[src/rtl/pct_pkg.sv]
// package: register map, field positions, reset values and timing for the timer
package pct_pkg;

  // register byte offsets
  localparam logic [7:0] PCT_OFF_CONFIG = 8'h00;
  localparam logic [7:0] PCT_OFF_VALUE = 8'h04;
  localparam logic [7:0] PCT_OFF_STATUS = 8'h08;
  localparam logic [7:0] PCT_OFF_ENABLE = 8'h0c;
  localparam logic [7:0] PCT_OFF_CLEAR = 8'h10;

  // countdown_config fields
  localparam int PCT_CFG_LOAD_LSB = 0;
  localparam int PCT_CFG_LOAD_W = 16;
  localparam int PCT_CFG_RUN_BIT = 29;

  // irq status / enable / clear layout
  localparam int PCT_IRQ_EXPIRED_BIT = 0;

  // reset values
  localparam logic [15:0] PCT_LOAD_RST = 16'hffff;
  localparam logic [15:0] PCT_COUNT_RST = 16'hffff;
  localparam logic [15:0] PCT_COUNT_ZERO = 16'h0000;

  // timing
  localparam int PCT_CLK_HZ = 40000000;
  localparam int PCT_TICK_US = 100;
  localparam int PCT_TICK_CYCLES = (PCT_CLK_HZ / 1000000) * PCT_TICK_US;

  // decoded register access from the bus slave
  typedef struct packed {
    logic wr_config;
    logic wr_enable;
    logic wr_clear;
    logic [31:0] wdata;
  } pct_wr_s;

endpackage : pct_pkg

[src/rtl/pct_prescaler.sv]
// tick prescaler: one-cycle pulse every period cycles while running
`timescale 1ns/10ps
module pct_prescaler
  import pct_pkg::*;
#(
  parameter int PERIOD = PCT_TICK_CYCLES
)
(
  // clock and reset
  input wire logic clk_sys,
  input wire logic rst,
  // control
  input wire logic run,
  input wire logic restart,
  // tick output
  output logic tick
);

  localparam int CW = $clog2(PERIOD);
  localparam logic [CW-1:0] LAST = CW'(PERIOD - 1);

  logic [CW-1:0] cnt_reg;
  logic [CW-1:0] cnt_next;
  wire at_last = (cnt_reg == LAST);

  // restart realigns the tick grid so the first decrement is a full tick away
  assign cnt_next = (!run || restart || at_last) ? '0 : cnt_reg + 1'b1;
  assign tick = run && !restart && at_last; // [RULE1]

  always_ff @(posedge clk_sys or posedge rst)
  begin
    if (rst)
      cnt_reg <= '0;
    else
      cnt_reg <= cnt_next;
  end

endmodule : pct_prescaler

[src/rtl/pct_apb_slave.sv]
// apb slave: address decode, zero wait states, read mux, error on unmapped
`timescale 1ns/10ps
module pct_apb_slave
  import pct_pkg::*;
(
  // apb
  input wire logic psel,
  input wire logic penable,
  input wire logic pwrite,
  input wire logic [7:0] paddr,
  input wire logic [31:0] pwdata,
  output logic [31:0] prdata,
  output logic pready,
  output logic pslverr,
  // register side
  input wire logic [31:0] rd_config,
  input wire logic [31:0] rd_value,
  input wire logic [31:0] rd_status,
  input wire logic [31:0] rd_enable,
  output pct_wr_s wr
);

  wire access = psel && penable;
  wire hit_cfg = (paddr == PCT_OFF_CONFIG);
  wire hit_val = (paddr == PCT_OFF_VALUE);
  wire hit_sts = (paddr == PCT_OFF_STATUS);
  wire hit_en = (paddr == PCT_OFF_ENABLE);
  wire hit_clr = (paddr == PCT_OFF_CLEAR);
  wire mapped = hit_cfg | hit_val | hit_sts | hit_en | hit_clr;

  assign pready = 1'b1;
  assign pslverr = access && !mapped;

  // clear register is write-only and reads as zero
  assign prdata = hit_cfg ? rd_config :
                  hit_val ? rd_value :
                  hit_sts ? rd_status :
                  hit_en ? rd_enable : 32'h0000_0000;

  assign wr.wr_config = access && pwrite && hit_cfg;
  assign wr.wr_enable = access && pwrite && hit_en;
  assign wr.wr_clear = access && pwrite && hit_clr;
  assign wr.wdata = pwdata;

endmodule : pct_apb_slave

[src/rtl/pct_timer.sv]
// periodic countdown timer with apb registers and level interrupt
`timescale 1ns/10ps
// What this block does
// [RULE1] The count drops by one on each 100 us tick made from the clock.
// [RULE2] Setting the run bit loads the preload into the count and starts it.
// [RULE3] Reset and a run bit fall from one to zero force preload to ffff.
// [RULE4] Reset sets the count to ffff.
// [RULE5] Software may write the preload at any time, running or not.
// [RULE6] Running, the count goes down to zero; a new preload restarts it.
// [RULE7] At zero the count wraps to ffff, flags expiry and keeps going.
// [RULE8] The expiry flag and the interrupt line need the irq mask bit set.
// [RULE9] The expiry flag is sticky and cleared only by writing a one.
// [RULE10] With the run bit clear the count holds and no interrupt is made.
// [RULE11] Writing a zero to the expiry flag position changes nothing.
module pct_timer
  import pct_pkg::*;
#(
  parameter int TICK_CYCLES = PCT_TICK_CYCLES
)
(
  // clock and reset
  input wire logic clk_sys,
  input wire logic rst,
  // apb
  input wire logic psel,
  input wire logic penable,
  input wire logic pwrite,
  input wire logic [7:0] paddr,
  input wire logic [31:0] pwdata,
  output logic [31:0] prdata,
  output logic pready,
  output logic pslverr,
  // interrupt
  output logic irq
);

  pct_wr_s wr;
  logic [15:0] load_reg;
  logic [15:0] load_next;
  logic [15:0] count_reg;
  logic [15:0] count_next;
  logic run_reg;
  logic run_next;
  logic mask_reg;
  logic mask_next;
  logic flag_reg;
  logic flag_next;
  logic tick;

  wire [15:0] wr_load = wr.wdata[PCT_CFG_LOAD_LSB +: PCT_CFG_LOAD_W];
  wire wr_run = wr.wdata[PCT_CFG_RUN_BIT];
  wire run_rise = wr.wr_config && wr_run && !run_reg;
  wire run_fall = wr.wr_config && !wr_run && run_reg;
  wire load_write = wr.wr_config && wr_run && run_reg && (wr_load != load_reg);
  wire restart = run_rise || load_write;
  wire at_zero = (count_reg == PCT_COUNT_ZERO);
  wire expire = run_reg && tick && at_zero;
  wire clr_hit = wr.wr_clear && wr.wdata[PCT_IRQ_EXPIRED_BIT];

  pct_apb_slave u_bus (
    .psel(psel),
    .penable(penable),
    .pwrite(pwrite),
    .paddr(paddr),
    .pwdata(pwdata),
    .prdata(prdata),
    .pready(pready),
    .pslverr(pslverr),
    .rd_config({2'b00, run_reg, 13'h0000, load_reg}),
    .rd_value({16'h0000, count_reg}),
    .rd_status({31'h0000_0000, flag_reg}),
    .rd_enable({31'h0000_0000, mask_reg}),
    .wr(wr)
  );

  pct_prescaler #(
    .PERIOD(TICK_CYCLES)
  ) u_tick (
    .clk_sys(clk_sys),
    .rst(rst),
    .run(run_reg),
    .restart(restart),
    .tick(tick)
  );

  // a run fall wins over any preload in the same write
  assign load_next = run_fall ? PCT_LOAD_RST : // [RULE3]
                     wr.wr_config ? wr_load : load_reg; // [RULE5]
  assign run_next = wr.wr_config ? wr_run : run_reg;
  assign mask_next = wr.wr_enable ? wr.wdata[PCT_IRQ_EXPIRED_BIT] : mask_reg;

  // restart uses the value being written, not the stale preload
  assign count_next = restart ? wr_load : // [RULE2] [RULE6]
                      !run_reg ? count_reg : // [RULE10]
                      !tick ? count_reg :
                      at_zero ? PCT_COUNT_RST : // [RULE7]
                      count_reg - 16'h0001; // [RULE1] [RULE6]

  // set wins over a clear in the same cycle; zero writes are ignored
  assign flag_next = (expire && mask_reg) ? 1'b1 : // [RULE7] [RULE8]
                     clr_hit ? 1'b0 : flag_reg; // [RULE9] [RULE11]

  assign irq = flag_reg && mask_reg; // [RULE8]

  always_ff @(posedge clk_sys or posedge rst)
  begin
    if (rst)
    begin
      load_reg <= PCT_LOAD_RST; // [RULE3]
      count_reg <= PCT_COUNT_RST; // [RULE4]
      run_reg <= 1'b0;
      mask_reg <= 1'b0;
      flag_reg <= 1'b0;
    end
    else
    begin
      load_reg <= load_next;
      count_reg <= count_next;
      run_reg <= run_next;
      mask_reg <= mask_next;
      flag_reg <= flag_next;
    end
  end

endmodule : pct_timer

[config.mk]
export PLATFORM = sky130hd
export DESIGN_NAME = pct_timer
export DESIGN_NICKNAME = d
export VERILOG_FILES = /design/src/rtl/pct_pkg.sv /design/src/rtl/pct_prescaler.sv /design/src/rtl/pct_apb_slave.sv /design/src/rtl/pct_timer.sv
export SDC_FILE = /design/constraint.sdc
export NUM_CORES = 1
export LEC_CHECK = 0
export ABC_CLOCK_PERIOD_IN_PS = 2200
export BUFFER_PORTS_ARGS = -buffer_cell sky130_fd_sc_hd__buf_2
export CAP_MARGIN = 20
export CORE_UTILIZATION = 56
export CTS_BUF_LIST = sky130_fd_sc_hd__clkbuf_8
export DETAILED_ROUTE_END_ITERATION = 16
export PLACE_DENSITY = 0.88
export SLEW_MARGIN = 20
export SYNTH_ARGS = -nofsm -noshare
export SYNTH_HDL_FRONTEND = slang
export SYNTH_SLANG_ARGS = --single-unit
[constraint.sdc]
create_clock -name clk_sys -period 2.2 [get_ports clk_sys]
set_input_delay 0.22 -clock clk_sys [delete_from_list [all_inputs] [get_ports clk_sys]]
set_output_delay 0.22 -clock clk_sys [all_outputs]
set_load 0.02 [all_outputs]
Word level (Yosys, flattened, before mapping). Cells that the tools add are included.

Register bits after elaboration: 47. Input bits: 45. Output and inout port bits: 35. Word-level logic and storage cells: 64.

Add/sub/neg operators: 2. Equal/unequal tests: 6. Muxes and demuxes: 13. Bitwise logic cells: 4. Reductions and logical operators: 33.

Operators by type and width (number): two-way mux 16 bit (6); two-way mux 32 bit (3); logical AND 1 bit (19); == test 8 x 4 -> 1 bit (second input constant) (2); zero test 16 bit (1); inequality test 16 bit (1); subtractor 16 x 1 -> 16 bit (second input constant) (1); adder 12 x 1 -> 12 bit (second input constant) (1); == test 12 bit (second input constant) (1); two-way mux 12 bit (1); == test 8 x 3 -> 1 bit (second input constant) (1); == test 8 x 5 -> 1 bit (second input constant) (1); zero test 8 bit (1); nonzero test 2 bit (4); zero test 1 bit (4); OR 1 bit (4); logical OR 1 bit (3); two-way mux 1 bit (3); AND reduction 2 bit (1).

Logic depth before layout (Yosys ltp).
Depth in word-level cells: 14. Gate-level depth with buffers: 8. Depth with buffers taken out: 7.

Hierarchy. A second synthesis with hierarchy kept.

Cell total of the unflattened synthesis: 409. Area total of the unflattened synthesis: 4136.5 um2.

By module, submodules not included: pct_timer (times used 1, cells each 225, area each 2193.4 um2, sequential area each 915.9 um2); pct_apb_slave (times used 1, cells each 122, area each 1308.8 um2, sequential area each 0.0 um2); pct_prescaler (times used 1, cells each 62, area each 634.4 um2, sequential area each 300.3 um2).

Least setup slack after synthesis. OpenSTA, ideal clock, no wires.

Path type: reg-to-reg. Start: register count_reg[0]. End: register count_reg[14]. Library setup time: 0.082 ns. Arrival time: 1.933 ns. Data required time: 2.118 ns. Slack: 0.184 ns. Cell stages (with the launch flop): 8. Path buffers: 0. Clock period less this slack: 2.016 ns. Cell sequence: dfstp_2 -> inv_1 -> ha_1 -> nor3b_1 -> nand4_1 -> or2_1 -> mux2_2 -> mux2_4.

Longest elaborated chain between the ends: 5. Elaborated cells on any way between the ends: 6. Those cells by class: 1 x add/sub; 4 x mux; 1 x reduce/logical.

RTL lines: from (decl) (line pct_timer.sv:40) `logic [15:0] count_reg;`; from (signal assigned) (line pct_timer.sv:118) `count_reg <= count_next;`; subtractor 16 x 1 -> 16 bit / zero test 16 bit (equally long branches) (line pct_timer.sv:97, pct_timer.sv:56); two-way mux 16 bit (*) (line pct_timer.sv:96) `at_zero ? PCT_COUNT_RST :`; two-way mux 16 bit (*) (line pct_timer.sv:95) `!tick ? count_reg :`; two-way mux 16 bit (*) (line pct_timer.sv:94) `!run_reg ? count_reg :`; two-way mux 16 bit (*) (line pct_timer.sv:93) `assign count_next = restart ? wr_load :`.

Mark *: on every way between the ends. The rest lies on a longest branch, timed or not. The select of a mux whose other input is x is not followed. A chain may end at the register's enable or synchronous reset.

Worst setup path after layout.
Start: input paddr[7]. End: output prdata[10].

Longest elaborated chain between the ends: 3. Elaborated cells on any way between the ends: 4. Those cells by class: 1 x eq/ne; 2 x mux; 1 x reduce/logical.

RTL lines: from (decl) (line pct_timer.sv:28) `input wire logic [7:0] paddr,`; == test 8 x 3 -> 1 bit (line pct_apb_slave.sv:25) `wire hit_val = (paddr == PCT_OFF_VALUE);`; two-way mux 32 bit (line pct_apb_slave.sv:36) `hit_val ? rd_value :`; two-way mux 32 bit (*) (line pct_apb_slave.sv:35) `assign prdata = hit_cfg ? rd_config :`; to (decl) (line pct_timer.sv:30) `output logic [31:0] prdata,`.

Mark *: on every way between the ends. The rest lies on a longest branch, timed or not.

==> results <==
- Synthesis produced 347 cells.
- The final reports fail on hold timing.
- Data on the critical path arrives at its endpoint at 1.89 ns.
- For the final database, setup skew stands at 0.0152 ns.
- The floorplan step defined a core boundary enclosing 5510 um2.
- Compared with the post-synthesis result, the final layout area differs by 13.6%.
- The launching element type of the critical path is an input port.
- Of the available clock period, the critical path in the final layout requires 0.960.
- The proportion of netlist area held by the largest area contributor is 0.261.
- In this run, distinct cell masters in the synthesized netlist total 54.
- The aggregate routed wire length is 7.76 mm.
- 80 I/O pins were placed.
- The initial detailed-routing violation count is 159.
- The final period demand of the worst path is 2.11 ns.
- In this run, CTS created clock tree buffers numbering 5.
- The final-stage net count is 450.
- For this run, asynchronously set or reset flops after synthesis account for 1.00.
- For this design, the CTS-stage hold fixing added 0 buffers.
- The global placement routability congestion is 0.933.
- The most used flip-flop cell after synthesis is sky130_fd_sc_hd__dfstp_2.
- The summed instance area of the synthesized netlist is 3220 um2.
- The remaining max-slew budget at the tightest pin is 0.411.
- The worst register-to-register path has a setup slack of 0.15 ns.
- The number of buffers inserted by port buffering is 48.
- The number of hold violations in the final report came to 13.
- After synthesis, the cell types taking the most area are sky130_fd_sc_hd__dfstp_2, sky130_fd_sc_hd__dfrtp_1, sky130_fd_sc_hd__xor2_1.
- The number of global-route vias before repair came to 2771.
- Summed over all cells, the static leakage comes to 1.72 nW.
- STA puts the critical path data required time at 1.98 ns.
- The average instance area after synthesis is 9.27 um2.
- TritonCTS built the clock tree.
- Setup violations remaining at the end of the flow were counted as 0.
- The largest single stage delay on the critical path is 0.55 ns.
- Hold timing on the final database bottoms out at a slack of -0.0200 ns.
- Entering global routing, the biggest net connects 34 pins.
- The flow ran to the end, but the final reports show violations.
- The via total after detailed routing is 2846.
- The number of antenna violations at the first check in global routing was 0.
- At the pin with the least slew margin, the transition time is 0.878 ns.
- The largest area contributor in the netlist is sky130_fd_sc_hd__dfstp_2.
- The die area is 6050 um2.
- The total power consumption of the routed design is 1.59 mW.
- Dividing the detail-routed via count by the number of cells gives 5.99.
- The floorplan step set the die height to 77.8 um.
- The highest ir drop seen on vdd is 0.000310 V.
- The count of nets left with antenna violations once routing finished came out at 0.
- Dividing the detail-routed wire length by the instance count gives 16.3 um.
- After clock tree synthesis, the clock-pin slew on the worst setup and hold paths is 0.09 ns.
- The HPWL reported at the end of detailed placement is 5.54 mm.
- The later pin in the worst-skew pair is clocked with a latency of 0.30 ns.
- The largest fanout of any net on the critical path is 9.
- The number of maximum-capacitance violations is 0.
- The critical path goes through buf_2 -> or4_4 -> nor3_4 -> nor3b_2 -> buf_4 -> a22o_1 -> buf_2.
- The max-slew violation total from the final report came to 0.
- 0 antenna diodes ended up in the layout.
- The synthesis-stage register bit count is 47.
- The remaining global-route overflow is 0.
- The type of the most critical hold path is in -> async.
- The iteration count of the initial detailed-routing pass is 4.
- The total clock sinks is 47.
- The root buffer cell is sky130_fd_sc_hd__clkbuf_8.
- The worst setup path category is in -> out.
- The post-CTS setup repair buffer count is 0.
- The proportion of layout cells with a drive suffix above 1 is 0.320.
- Yosys printed 0 warnings.
- The part of the Yosys area used for sequential elements is 0.378.
- The highest clock rate is 0.473 GHz.
- The count of instances resized after the clock tree is built is 0.
- The cell with the biggest individual delay on the critical path is sky130_fd_sc_hd__or4_4.
- The most prevalent standard cell on the critical path is sky130_fd_sc_hd__buf_2.
- The filler cell count is 423.
- The DRC violations left is 0.
- The total power divided by cell area is 434 nW/um2.
- The number of enable-type register cells in the synthesized netlist is 0.
- For this configuration, the core starts out at a cell density of 0.584.
- The initialized floorplan defines 27 standard-cell rows.
- The horizontal die dimension is 77.8 um.
- The clock passes through at most 2 buffers.
- The number of H-tree levels is 2.
- Across every metal layer, demand over resource in global routing totals 0.270.
- STA classifies the critical path endpoint as an output pin.
- The global-route wire length before repair is 12.9 mm.
==> placed cells by master, fill, tap and decap left out, types with 7 or more instances in the layout <==
cell	Yosys	routed
sky130_fd_sc_hd__nand2_1	32	32
sky130_fd_sc_hd__buf_4	16	18
sky130_fd_sc_hd__and4_1	10	10
sky130_fd_sc_hd__conb_1	2	16
sky130_fd_sc_hd__buf_2	5	48
sky130_fd_sc_hd__nor2_1	25	25
sky130_fd_sc_hd__dfstp_2	32	32
sky130_fd_sc_hd__a21oi_1	10	10
sky130_fd_sc_hd__o21ai_0	21	21
sky130_fd_sc_hd__dfrtp_1	15	15
sky130_fd_sc_hd__mux2i_1	8	8
sky130_fd_sc_hd__nand3_1	12	12
sky130_fd_sc_hd__nor3_1	7	7
sky130_fd_sc_hd__nand4_1	7	7
sky130_fd_sc_hd__xor2_1	20	20
sky130_fd_sc_hd__mux2_4	8	8
sky130_fd_sc_hd__inv_1	19	18
sky130_fd_sc_hd__a22o_1	15	15
==> area by class of cell <==
class | instances | area [um2] | area share
Multi-Input combinational cell | 261 | 1770 | 0.484
Tap cell | 72 | 90.1 | 0.0246
Inverter | 19 | 71.3 | 0.0195
Clock buffer | 6 | 82.6 | 0.0226
Sequential cell | 47 | 1220 | 0.333
Clock inverter | 2 | 11.3 | 0.00308
Timing Repair Buffer | 68 | 415 | 0.114
==> kinds of logic (layout without fill, tap and decap cells) <==
kind of cell,Yosys count,after routing,share of synthesized area
simple gates,129,129,0.230
compound gates,67,67,0.139
buf+inv,53,95,0.0887
flops,47,47,0.378
xor+xnor,26,26,0.0708
mux,20,20,0.0797
fa+ha+maj,3,3,0.0117
other cells,2,16,0.00233
==> final timing paths <==
kind | from | endpoint | depth (start not counted)
worst min register to register | load_reg[5] | load_reg[5] | 2
worst min-delay path | rst | run_reg | 2
min in group clk_sys | pwdata[2] | count_reg[2] | 3
max in group asynchronous | rst | count_reg[14] | 3
worst max register to register | count_reg[0] | count_reg[15] | 8
worst max-delay path | paddr[7] | prdata[10] | 7
==> through the flow <==
step	instance area (um2)	setup TNS [ns]	util	std cells	setup WS, ns
2_1_floorplan	3270	0	-	361	0.184
6_report	3650	0	0.664	475	0.0877
5_1_grt	3650	-0.00294	0.664	475	-0.00294
3_5_place_dp	3550	0	0.644	465	0.122
4_1_cts	3640	0	0.661	473	0.119
3_3_place_gp	3550	0	0.644	465	0.145
==> power by group <==
part           leakage, nW  internal [mW]  switching [mW]
registers            0.536          0.880         0.00978
logic                 1.14         0.0509          0.0956
clock network       0.0449          0.251           0.299
total                 1.72           1.18           0.404
==> worst max-delay path: cells and delay by family <==
family,cells,cell delay (ns)
compound gates,1,0.18
simple gates,3,1.01
buf+inv,3,0.48
==> synthesized netlist by cell type (all sizes together) (3+ instances only) <==
library cell	n
dfstp	32
nand2	32
nor2	25
buf	23
o21ai	22
xor2	20
inv	19
a22o	15
dfrtp	15
nand3	13
clkbuf	11
mux2	11
a21oi	10
and4	10
mux2i	8
nor3	8
nor4	8
nand4	7
xnor2	6
and3	5
o22ai	5
or3	5
and2	4
nor3b	4
a211o	3
ha	3
o31ai	3
==> per-layer routing <==
| layer | vias to the layer above | part of all wire | GRT usage |
|---|---|---|---|
| li1 | 1321 | - | - |
| met1 | 1398 | 0.43 | 0.334 |
| met2 | 103 | 0.49 | 0.447 |
| met3 | 24 | 0.046 | 0.0576 |
| met4 | 0 | 0.030 | 0.130 |
| met5 | - | 0 | 0 |
Note: power is estimated with default switching activity, not from simulation.
